===== src/core/rtps_pkg.sv =====
// Constants for the retimer page-select and shared register bank
`default_nettype none
package rtps_pkg;
   // Register offsets
   localparam logic [7:0] OFS_STRAP_ADDRESS_REPORT   = 8'h00;
   localparam logic [7:0] OFS_VERSION_AND_PART_CODE  = 8'h01;
   localparam logic [7:0] OFS_REF_FREQUENCY_SELECT   = 8'h02;
   localparam logic [7:0] OFS_SHARED_RESERVED_STATUS = 8'h03;
   localparam logic [7:0] OFS_SHARED_RESET_SEQ_CTRL  = 8'h04;
   localparam logic [7:0] OFS_LOAD_STATUS_LOCK_LIMIT = 8'h05;
   localparam logic [7:0] OFS_CHANNEL_SELECT_LOW     = 8'hFC;
   localparam logic [7:0] OFS_CHANNEL_SELECT_HIGH    = 8'hFD;
   localparam logic [7:0] OFS_PAGE_SELECT            = 8'hFF;

   // Page-select fields
   localparam int PAGE_CHAN_BIT  = 0;
   localparam int PAGE_BCAST_BIT = 1;
   localparam logic [1:0] PAGE_SELECT_RESET = 2'h0;
   localparam logic [7:0] SEL_RESET         = 8'h00;

   // Strap address report fields
   localparam int STRAP_LSB = 4;
   localparam logic [6:0] STRAP_ADDR_BASE = 7'h18;

   // Reference frequency field, reset 00 selects 25 MHz
   localparam int REF_SEL_LSB = 5;
   localparam int REF_SEL_MSB = 6;
   localparam logic [7:0] REF_FREQ_RESET = 8'h00;

   // Reset and sequencer control fields
   localparam int DIV_REF_OUT_BIT   = 7;
   localparam int SHARED_RST_BIT    = 6;
   localparam int LOADER_RST_BIT    = 5;
   localparam int LOCK_SEQ_DIS_BIT  = 3;
   localparam logic [7:0] RESET_CTRL_RESET = 8'h01;
   localparam logic [7:0] RESET_CTRL_STORE = 8'h9F;

   // Load status and lock limit fields
   localparam int CRC_TRIGGER_BIT = 6;
   localparam int LOAD_DONE_BIT   = 4;
   localparam int LOCK_LIMIT_LSB  = 0;
   localparam int LOCK_LIMIT_MSB  = 3;
   localparam logic [7:0] LOCK_LIMIT_REG_RESET = 8'h08;
   localparam logic [7:0] LOCK_LIMIT_REG_STORE = 8'hEF;
   localparam logic       LOAD_DONE_RESET      = 1'b1;

   // Read answer for unmapped or ambiguous reads
   localparam logic [7:0] READ_ZERO = 8'h00;
endpackage
`default_nettype wire


===== src/core/rtps_chan_route.sv =====
// Channel routing: write mask and single-channel read decode
`default_nettype none
module rtps_chan_route (
   // Global select registers
   input  wire logic [7:0]  sel_low,
   input  wire logic [7:0]  sel_high,
   input  wire logic [1:0]  page_sel,
   // Routing results
   output logic      [15:0] wr_mask,
   output logic             rd_single,
   output logic      [3:0]  rd_index
);
   // Number of channels selected
   function automatic logic [4:0] count_ones(input logic [15:0] v);
      logic [4:0] cnt;
      cnt = 5'h00;
      for (int i = 0; i < 16; i++)
      begin
         cnt = cnt + {4'h0, v[i]};
      end
      return cnt;
   endfunction

   // Lowest selected channel
   function automatic logic [3:0] first_index(input logic [15:0] v);
      logic [3:0] idx;
      idx = 4'h0;
      for (int i = 15; i >= 0; i--)
      begin
         if (v[i])
         begin
            idx = 4'(i);
         end
      end
      return idx;
   endfunction

   wire logic [15:0] sel_all;
   wire logic        bcast_on;

   assign sel_all  = {sel_high, sel_low};
   // Broadcast only counts while the channel pages are selected
   assign bcast_on = page_sel[rtps_pkg::PAGE_BCAST_BIT] & page_sel[rtps_pkg::PAGE_CHAN_BIT];
   assign wr_mask  = bcast_on ? 16'hFFFF : sel_all;
   // Reads ignore broadcast so one channel can be read back
   assign rd_single = (count_ones(sel_all) == 5'h01);
   assign rd_index  = first_index(sel_all);
endmodule
`default_nettype wire


===== src/core/rtps_shared_regs.sv =====
// Page steering, global select and shared registers of a 16-channel retimer
`default_nettype none
module rtps_shared_regs #(
   parameter logic [2:0] VERSION_CODE = 3'h2,   // Arbitrary value
   parameter logic [4:0] PART_CODE    = 5'h0A   // Arbitrary value
) (
   // Clock, reset and enable
   input  wire logic        clk,
   input  wire logic        sys_rst,
   input  wire logic        clk_en,
   // Straps and loader status
   input  wire logic [3:0]  addr_strap,
   input  wire logic        eeprom_load_done,
   // Register access port
   input  wire logic [7:0]  acc_addr,
   input  wire logic [7:0]  acc_wdata,
   input  wire logic        acc_wr,
   input  wire logic        acc_rd,
   output logic      [7:0]  acc_rdata,
   output logic             acc_rvalid,
   output logic             acc_busy,
   // Channel page side
   output logic             chan_wr,
   output logic      [15:0] chan_wr_mask,
   output logic             chan_rd,
   output logic      [3:0]  chan_rd_index,
   output logic      [7:0]  chan_addr,
   output logic      [7:0]  chan_wdata,
   input  wire logic [7:0]  chan_rdata,
   // Device controls
   output logic      [6:0]  bus_address,
   output logic      [1:0]  ref_freq_sel,
   output logic             divided_ref_out_select,
   output logic             lock_sequencer_disable,
   output logic      [3:0]  concurrent_lock_limit,
   output logic             shared_page_soft_reset,
   output logic             loader_master_soft_reset,
   output logic             crc_trigger
);
   // Global registers
   logic [7:0] channel_select_low;
   logic [7:0] channel_select_high;
   logic [1:0] page_select;
   // Shared registers
   logic [3:0] strap_code;
   logic       strap_seen;
   logic [7:0] ref_frequency_select;
   logic [7:0] shared_reset_and_sequencer_ctrl;
   logic [7:0] load_status_and_lock_limit;
   logic       load_done;
   // Pending channel read
   logic       rd_pend;

   // Routing decode from the select registers
   wire logic [15:0] route_mask;
   wire logic        route_single;
   wire logic [3:0]  route_index;

   rtps_chan_route u_route (
      .sel_low   (channel_select_low),
      .sel_high  (channel_select_high),
      .page_sel  (page_select),
      .wr_mask   (route_mask),
      .rd_single (route_single),
      .rd_index  (route_index)
   );

   // Address decode; globals win over the page choice
   wire logic hit_sel_low;
   wire logic hit_sel_high;
   wire logic hit_page;
   wire logic hit_global;
   wire logic page_is_chan;
   wire logic to_chan;

   assign hit_sel_low  = (acc_addr == rtps_pkg::OFS_CHANNEL_SELECT_LOW);
   assign hit_sel_high = (acc_addr == rtps_pkg::OFS_CHANNEL_SELECT_HIGH);
   assign hit_page     = (acc_addr == rtps_pkg::OFS_PAGE_SELECT);
   assign hit_global   = hit_sel_low | hit_sel_high | hit_page;
   assign page_is_chan = page_select[rtps_pkg::PAGE_CHAN_BIT];
   assign to_chan      = ~hit_global & page_is_chan;

   // Request acceptance; a write beats a read in the same cycle
   wire logic wr_take;
   wire logic rd_take;

   // Busy blocks both kinds so the held channel address stays put
   assign wr_take = clk_en & acc_wr & ~rd_pend;
   assign rd_take = clk_en & acc_rd & ~acc_wr & ~rd_pend;

   // Shared page write strobes
   wire logic wr_shared;
   wire logic wr_ref;
   wire logic wr_ctrl;
   wire logic wr_limit;
   wire logic shared_rst_req;
   wire logic loader_rst_req;
   wire logic crc_req;

   assign wr_shared      = wr_take & ~hit_global & ~page_is_chan;
   assign wr_ref         = wr_shared & (acc_addr == rtps_pkg::OFS_REF_FREQUENCY_SELECT);
   assign wr_ctrl        = wr_shared & (acc_addr == rtps_pkg::OFS_SHARED_RESET_SEQ_CTRL);
   assign wr_limit       = wr_shared & (acc_addr == rtps_pkg::OFS_LOAD_STATUS_LOCK_LIMIT);
   assign shared_rst_req = wr_ctrl & acc_wdata[rtps_pkg::SHARED_RST_BIT];
   assign loader_rst_req = wr_ctrl & acc_wdata[rtps_pkg::LOADER_RST_BIT];
   assign crc_req        = wr_limit & acc_wdata[rtps_pkg::CRC_TRIGGER_BIT];

   // Shared page read data; reset bits always read back as zero
   wire logic [7:0] strap_view;
   wire logic [7:0] ctrl_view;
   wire logic [7:0] limit_view;
   wire logic [7:0] shared_rdata;
   wire logic [7:0] global_rdata;
   wire logic [7:0] local_rdata;

   // Before the strap is caught, show the pins so an early read is right
   wire logic [3:0] strap_now;
   assign strap_now  = strap_seen ? strap_code : addr_strap;
   assign strap_view = {strap_now, 4'h0};
   assign ctrl_view  = shared_reset_and_sequencer_ctrl & rtps_pkg::RESET_CTRL_STORE;
   assign limit_view = (load_status_and_lock_limit & rtps_pkg::LOCK_LIMIT_REG_STORE)
                       | (8'(load_done) << rtps_pkg::LOAD_DONE_BIT);

   assign shared_rdata =
      (acc_addr == rtps_pkg::OFS_STRAP_ADDRESS_REPORT)   ? strap_view :
      (acc_addr == rtps_pkg::OFS_VERSION_AND_PART_CODE)  ? {VERSION_CODE, PART_CODE} :
      (acc_addr == rtps_pkg::OFS_REF_FREQUENCY_SELECT)   ? ref_frequency_select :
      (acc_addr == rtps_pkg::OFS_LOAD_STATUS_LOCK_LIMIT) ? limit_view :
      (acc_addr == rtps_pkg::OFS_SHARED_RESET_SEQ_CTRL)  ? ctrl_view :
      rtps_pkg::READ_ZERO;

   assign global_rdata =
      hit_sel_low  ? channel_select_low :
      hit_sel_high ? channel_select_high :
      {6'h00, page_select};

   assign local_rdata = hit_global ? global_rdata : shared_rdata;

   // Global select registers, writable from any page
   always_ff @(posedge clk or posedge sys_rst)
   begin
      if (sys_rst)
      begin
         channel_select_low  <= rtps_pkg::SEL_RESET;
         channel_select_high <= rtps_pkg::SEL_RESET;
         page_select         <= rtps_pkg::PAGE_SELECT_RESET;
      end
      else if (wr_take)
      begin
         if (hit_sel_low)
            channel_select_low <= acc_wdata;
         if (hit_sel_high)
            channel_select_high <= acc_wdata;
         // Only the two page bits are kept; the rest read as zero
         if (hit_page)
            page_select <= acc_wdata[1:0];
      end
   end

   // Strap caught once after reset release, never under reset itself
   // A strap change after capture is ignored until the next reset
   always_ff @(posedge clk or posedge sys_rst)
   begin
      if (sys_rst)
      begin
         strap_seen  <= 1'b0;
         strap_code  <= 4'h0;
         bus_address <= rtps_pkg::STRAP_ADDR_BASE;
      end
      else if (clk_en && !strap_seen)
      begin
         strap_seen  <= 1'b1;
         strap_code  <= addr_strap;
         bus_address <= rtps_pkg::STRAP_ADDR_BASE + {3'h0, addr_strap};
      end
   end

   // Shared writable registers; soft reset overrides the write itself
   // Bits 6 and 5 of the control word are never stored; they act as pulses
   always_ff @(posedge clk or posedge sys_rst)
   begin
      if (sys_rst)
      begin
         ref_frequency_select            <= rtps_pkg::REF_FREQ_RESET;
         shared_reset_and_sequencer_ctrl <= rtps_pkg::RESET_CTRL_RESET;
         load_status_and_lock_limit      <= rtps_pkg::LOCK_LIMIT_REG_RESET;
      end
      else if (shared_rst_req)
      begin
         ref_frequency_select            <= rtps_pkg::REF_FREQ_RESET;
         shared_reset_and_sequencer_ctrl <= rtps_pkg::RESET_CTRL_RESET;
         load_status_and_lock_limit      <= rtps_pkg::LOCK_LIMIT_REG_RESET;
      end
      else
      begin
         if (wr_ref)
            ref_frequency_select <= acc_wdata;
         if (wr_ctrl)
            shared_reset_and_sequencer_ctrl <= acc_wdata & rtps_pkg::RESET_CTRL_STORE;
         if (wr_limit)
            load_status_and_lock_limit <= acc_wdata & rtps_pkg::LOCK_LIMIT_REG_STORE;
      end
   end

   // Load-done flag: a finishing load beats a loader reset in one cycle
   // Reset value is one, so a part with no loader reads as done
   always_ff @(posedge clk or posedge sys_rst)
   begin
      if (sys_rst)
         load_done <= rtps_pkg::LOAD_DONE_RESET;
      else if (clk_en)
      begin
         if (eeprom_load_done)
            load_done <= 1'b1;
         else if (loader_rst_req)
            load_done <= 1'b0;
      end
   end

   // Control outputs follow their register fields
   assign ref_freq_sel           = ref_frequency_select[rtps_pkg::REF_SEL_MSB:rtps_pkg::REF_SEL_LSB];
   assign divided_ref_out_select = shared_reset_and_sequencer_ctrl[rtps_pkg::DIV_REF_OUT_BIT];
   assign lock_sequencer_disable = shared_reset_and_sequencer_ctrl[rtps_pkg::LOCK_SEQ_DIS_BIT];

   // Limit passes through as written; the sequencer decides what 0 means
   assign concurrent_lock_limit  =
      load_status_and_lock_limit[rtps_pkg::LOCK_LIMIT_MSB:rtps_pkg::LOCK_LIMIT_LSB];

   // One-cycle action pulses; they hold while the clock enable is low
   // A frozen enable stretches them, so the consumer must gate with it too
   always_ff @(posedge clk or posedge sys_rst)
   begin
      if (sys_rst)
      begin
         shared_page_soft_reset   <= 1'b0;
         loader_master_soft_reset <= 1'b0;
         crc_trigger              <= 1'b0;
      end
      else if (clk_en)
      begin
         shared_page_soft_reset   <= shared_rst_req;
         loader_master_soft_reset <= loader_rst_req;
         crc_trigger              <= crc_req & ~shared_rst_req;
      end
   end

   // Channel page write: one strobe carries the routed mask
   // An empty mask gives no strobe, so the pages never see a stray write
   always_ff @(posedge clk or posedge sys_rst)
   begin
      if (sys_rst)
      begin
         chan_wr      <= 1'b0;
         chan_wr_mask <= 16'h0000;
      end
      else if (clk_en)
      begin
         chan_wr      <= wr_take & to_chan & (route_mask != 16'h0000);
         chan_wr_mask <= (wr_take & to_chan) ? route_mask : 16'h0000;
      end
   end

   // Channel address and data shared by read and write strobes
   // Held between requests so the far side sees a steady address
   always_ff @(posedge clk or posedge sys_rst)
   begin
      if (sys_rst)
      begin
         chan_addr  <= 8'h00;
         chan_wdata <= 8'h00;
      end
      else if ((wr_take | rd_take) & to_chan)
      begin
         chan_addr  <= acc_addr;
         chan_wdata <= acc_wdata;
      end
   end

   // Read path: local data in one cycle, a lone channel in two
   // Read data holds between answers; only the valid strobe marks new data
   always_ff @(posedge clk or posedge sys_rst)
   begin
      if (sys_rst)
      begin
         rd_pend       <= 1'b0;
         chan_rd       <= 1'b0;
         chan_rd_index <= 4'h0;
         acc_rdata     <= 8'h00;
         acc_rvalid    <= 1'b0;
      end
      else if (clk_en)
      begin
         if (rd_pend)
         begin
            rd_pend    <= 1'b0;
            chan_rd    <= 1'b0;
            acc_rdata  <= chan_rdata;
            acc_rvalid <= 1'b1;
         end
         else if (rd_take && to_chan && route_single)
         begin
            rd_pend       <= 1'b1;
            chan_rd       <= 1'b1;
            chan_rd_index <= route_index;
            acc_rvalid    <= 1'b0;
         end
         // Zero selected channels also lands here and reads zero
         else if (rd_take)
         begin
            // Ambiguous channel reads answer zero rather than mix channels
            acc_rdata  <= to_chan ? rtps_pkg::READ_ZERO : local_rdata;
            acc_rvalid <= 1'b1;
         end
         else
            acc_rvalid <= 1'b0;
      end
   end

   // Busy mirrors the pending channel read
   assign acc_busy = rd_pend;
endmodule
`default_nettype wire


===== config.mk =====
export PLATFORM = sky130hd
export DESIGN_NAME = rtps_shared_regs
export DESIGN_NICKNAME = d
export VERILOG_FILES = /design/src/core/rtps_pkg.sv /design/src/core/rtps_chan_route.sv /design/src/core/rtps_shared_regs.sv
export SDC_FILE = /design/constraint.sdc
export NUM_CORES = 1
export LEC_CHECK = 0
export ABC_AREA = 1
export CAP_MARGIN = 40
export CORE_UTILIZATION = 53
export DETAILED_ROUTE_END_ITERATION = 8
export DONT_BUFFER_PORTS = 1
export GPL_TIMING_DRIVEN = 0
export PLACE_DENSITY_LB_ADDON = 0.05
export SYNTH_ARGS = -nofsm -noshare
export SYNTH_HDL_FRONTEND = slang
export SYNTH_SLANG_ARGS = --single-unit

===== constraint.sdc =====
create_clock -name clk -period 6.49 [get_ports clk]
set_clock_uncertainty 0.05 [all_clocks]
set_input_delay 0.3245 -clock clk [delete_from_list [all_inputs] [get_ports clk]]
set_output_delay 0.3245 -clock clk [all_outputs]
set_load 0.05 [all_outputs]

==> results.md <==
- CTS clk-pin slew, worst paths: between 100 and 150 ps
- Cell mode on critical path: fa_1
- Crit-path cells: ha_1 -> inv_1 -> fa_1 -> inv_1 -> fa_1 -> fa_1 -> inv_1 -> fa_1 -> inv_1 -> fa_1 -> fa_1 -> nor2_1 -> nand3b_1 -> a21oi_1 -> nand2_1 -> nor2_2 -> nor2_2 -> nor2_4 -> inv_4 -> nor2_1 -> a21oi_1
- I/O pin cnt: 100
- Cell taking the most area after synthesis: dfrtp_1
- Clk root buf: clkbuf_8
- GP Congestion: 0.924
- Post-synth EDFFs: 0
- Initial antenna violation count: 0
- Die area: approximately 9800 µm²
- 1st-iter DRT viols: 235
- Gr usage total: ~28%
- Max clock buf depth: 2
- Layout fillers: slightly above 800
- Highest clock rate: approximately 190 MHz
- FF/Latch Area: approximately 2400 µm²
- First-pass GRT wire length: about 21 mm
- # rows: 34
- Maximum VDD drop: 0.128 mV
- Yosys Warn Count: 0
- Post-synth top flop: dfrtp_1
- Post-CTS Setup Bufs: 0
- Average wire per standard cell: 17.5 µm
- Setup total negative slack: 0 ps
- Worst min-delay path class: primary input to register
- Die height: 98.8 µm
- Total clock sinks: between 90 and 100
- Max-cap violations: 0
- Post-Route WL: roughly 13 mm
- Worst Setup Start Kind: register
- Status: finished clean
- Most frequent cells in the layout: 189 x nand2_1, 93 x dfrtp_1, 76 x o21ai_0
- Routed Antenna Nets: 0
- Actual slew at the worst max-slew pin: 762 ps
- CTS tree: built
- Final worst setup slack: 1300 ps
- CTS buffer count: 9
- Power density over the cells: between 200 and 250 nW/µm²
- Worst skew pair latency: around 370 ps
- Syn Std Cell Area: 4970 µm²
- Worst Path Arrival: ~5400 ps
- Largest cells by area after synthesis: dfrtp_1 47%, nand2_1 14%, o21ai_0 7.7%, inv_1 5.1%, fa_1 4.0%
- Register area share after synthesis: 48.9%
- RSZ-0062 raised after global routing: false
- Post-Syn Instances: 600
- WS Path Type: register to register
- Multi-input gate area: roughly 2100 µm²
- Top-area cell type share of the netlist area: a little under half
- IO Port Bufs: 0
- Grt total ovfl: 0
- Htree depth: 3
- Final Max Tran Viols: 0
- Fin crit period: around 5200 ps
- Dpl hpwl: 9.42 mm
- Synthesis-to-finish area growth: 7.96%
- CTS Hold Bufs: 3
- Slowest stage delay, CP: ~500 ps
- Layout cell share with drive strength beyond 1: 10.8%
- CP Capture Type: register
- Drt drc: 0
- Final hold vios: 0
- Syn Area/Cell: roughly 8.3 µm²
- Hold WS: 20.4 ps
- Final setup viols: 0
- Commonest non-fill, non-tap cell in the layout: nand2_1
- Largest net degree at the start of global routing: 60
- CP required: 6710 ps
- Total number of vias: about 4100
- CP max stage cell: dfrtp_1
- Netlist cell types: 41
- Syn nets: approximately 650
- Post-CTS resize count: 0
- ANT cells: 0
- Vias per cell: roughly 5.6
- Die width: approximately 100 µm
- Core Region: 8890 µm²
- Post-Place Setup Slack: between 1000 and 1500 ps
- Slew Limit Headroom: slightly below 50%
- Critical Path Fanout Max: 10
- Vias in the first global route: ~3900
- Fin crit share: between 80 and 90%
- Nets: 665
- Ys async rst share: 100%
- Yosys reg bits: just under 100
- DRT Pass-1 Iters: 5
- Leak Pwr: 2.76 nW
- Initial Util: between 50 and 60%
## final cells by class
class,count,area share [%]
inverters,77,5.53
clock inverters,7,1.24
repair buffers,5,1.26
multi-input cells,405,39.5
plain buffers,21,2.33
well taps,108,2.52
flip-flops and latches,97,45.3
clock buffers,9,2.31
## final timing paths
path | startpoint | endpoint | slack (ps) | depth (start not counted)
max in group asynchronous | sys_rst | bus_address[4]$_DFFE_PP1P_ | 5280 | 3
max | channel_select_low[0]$_DFFE_PP0P_ | acc_rdata[5]$_DFFE_PP0P_ | 1300 | 21
min reg2reg | ref_frequency_select[4]$_DFFE_PP0P_ | ref_frequency_select[4]$_DFFE_PP0P_ | 450 | 2
min in group asynchronous | sys_rst | chan_wdata[4]$_DFFE_PP0P_ | 400 | 2
max reg2reg | channel_select_low[0]$_DFFE_PP0P_ | acc_rdata[5]$_DFFE_PP0P_ | 1300 | 21
min | addr_strap[3] | strap_code[3]$_DFFE_PP0P_ | 20 | 2
## cells in the mapped netlist (2+ instances only)
cell type,count
dfrtp_1,93
buf_4,10
nand2_2,3
o21ai_0,76
inv_2,6
inv_4,2
o31ai_1,3
ha_1,5
o21ai_1,7
nor4_1,2
o211ai_1,6
dfstp_2,4
nand4_1,5
nor3_1,2
nor2_2,5
nor3_4,3
nand3_1,12
o21ai_2,8
nand2_1,189
inv_1,68
nor2_1,28
nand3b_1,2
fa_1,10
a21oi_1,27
clkbuf_1,8
## flip-flops by register name (all words and copies together), names as in the netlist
signal                           flops
shared_reset_and_sequencer_ctrl      6
channel_select_high                  8
chan_wr_mask                        16
load_status_and_lock_limit           7
chan_wdata                           8
load_done                            1
strap_code                           4
chan_rd_index                        4
page_select                          2
shared_page_soft_reset               1
chan_addr                            8
acc_rdata                            8
acc_busy                             1
strap_seen                           1
bus_address                          1
chan_wr                              1
channel_select_low                   8
crc_trigger                          1
chan_rd                              1
ref_frequency_select                 8
loader_master_soft_reset             1
acc_rvalid                           1
## logic make-up (layout without fill, tap and decap cells)
logic type | after synthesis | count (layout) | synth area share, %
AND/OR/NAND/NOR | 256 | 256 | 22.3
AO/OA/AOI/OAI | 133 | 133 | 15.0
buffers and inverters | 98 | 119 | 8.43
flip-flops | 97 | 97 | 48.9
adder cells (fa/ha/maj) | 15 | 15 | 5.29
other | 1 | 1 | 0.0755
## power breakdown
part	total, mW	leakage (nW)	internal, mW	switching [mW]
Sequential	0.754	1.30	0.635	0.119
Clock	0.384	0.0945	0.147	0.237
Combinational	0.119	1.36	0.0394	0.0799
Total	1.26	2.76	0.822	0.435
## worst max-delay path: cells and delay by family, from the launching register on
family          cells  cell delay, ps
buf+inv             5             320
flops               1             510
simple gates        7             910
compound gates      2             170
fa+ha+maj           7            3130
## stage by stage
stage                     util [%]  cell area, µm²  power (mW)  std cells
after detailed placement      57.8            5130       0.883        709
after global routing          60.3            5370        1.31        729
final                         60.3            5370        1.26        729
after floorplan                  -            4970       0.848        600
after global placement        57.4            5100       0.877        708
after CTS                     60.2            5360        1.26        728
## per-layer routing
metal  track usage [%]  wire, µm  part of all wire, %
met1              39.2      5610                   44
met2              44.3      5880                   46
met3              5.74      1040                  8.2
met4              9.18       217                  1.7
met5                 0         0                    0
Note: power is estimated with default switching activity, not from simulation.
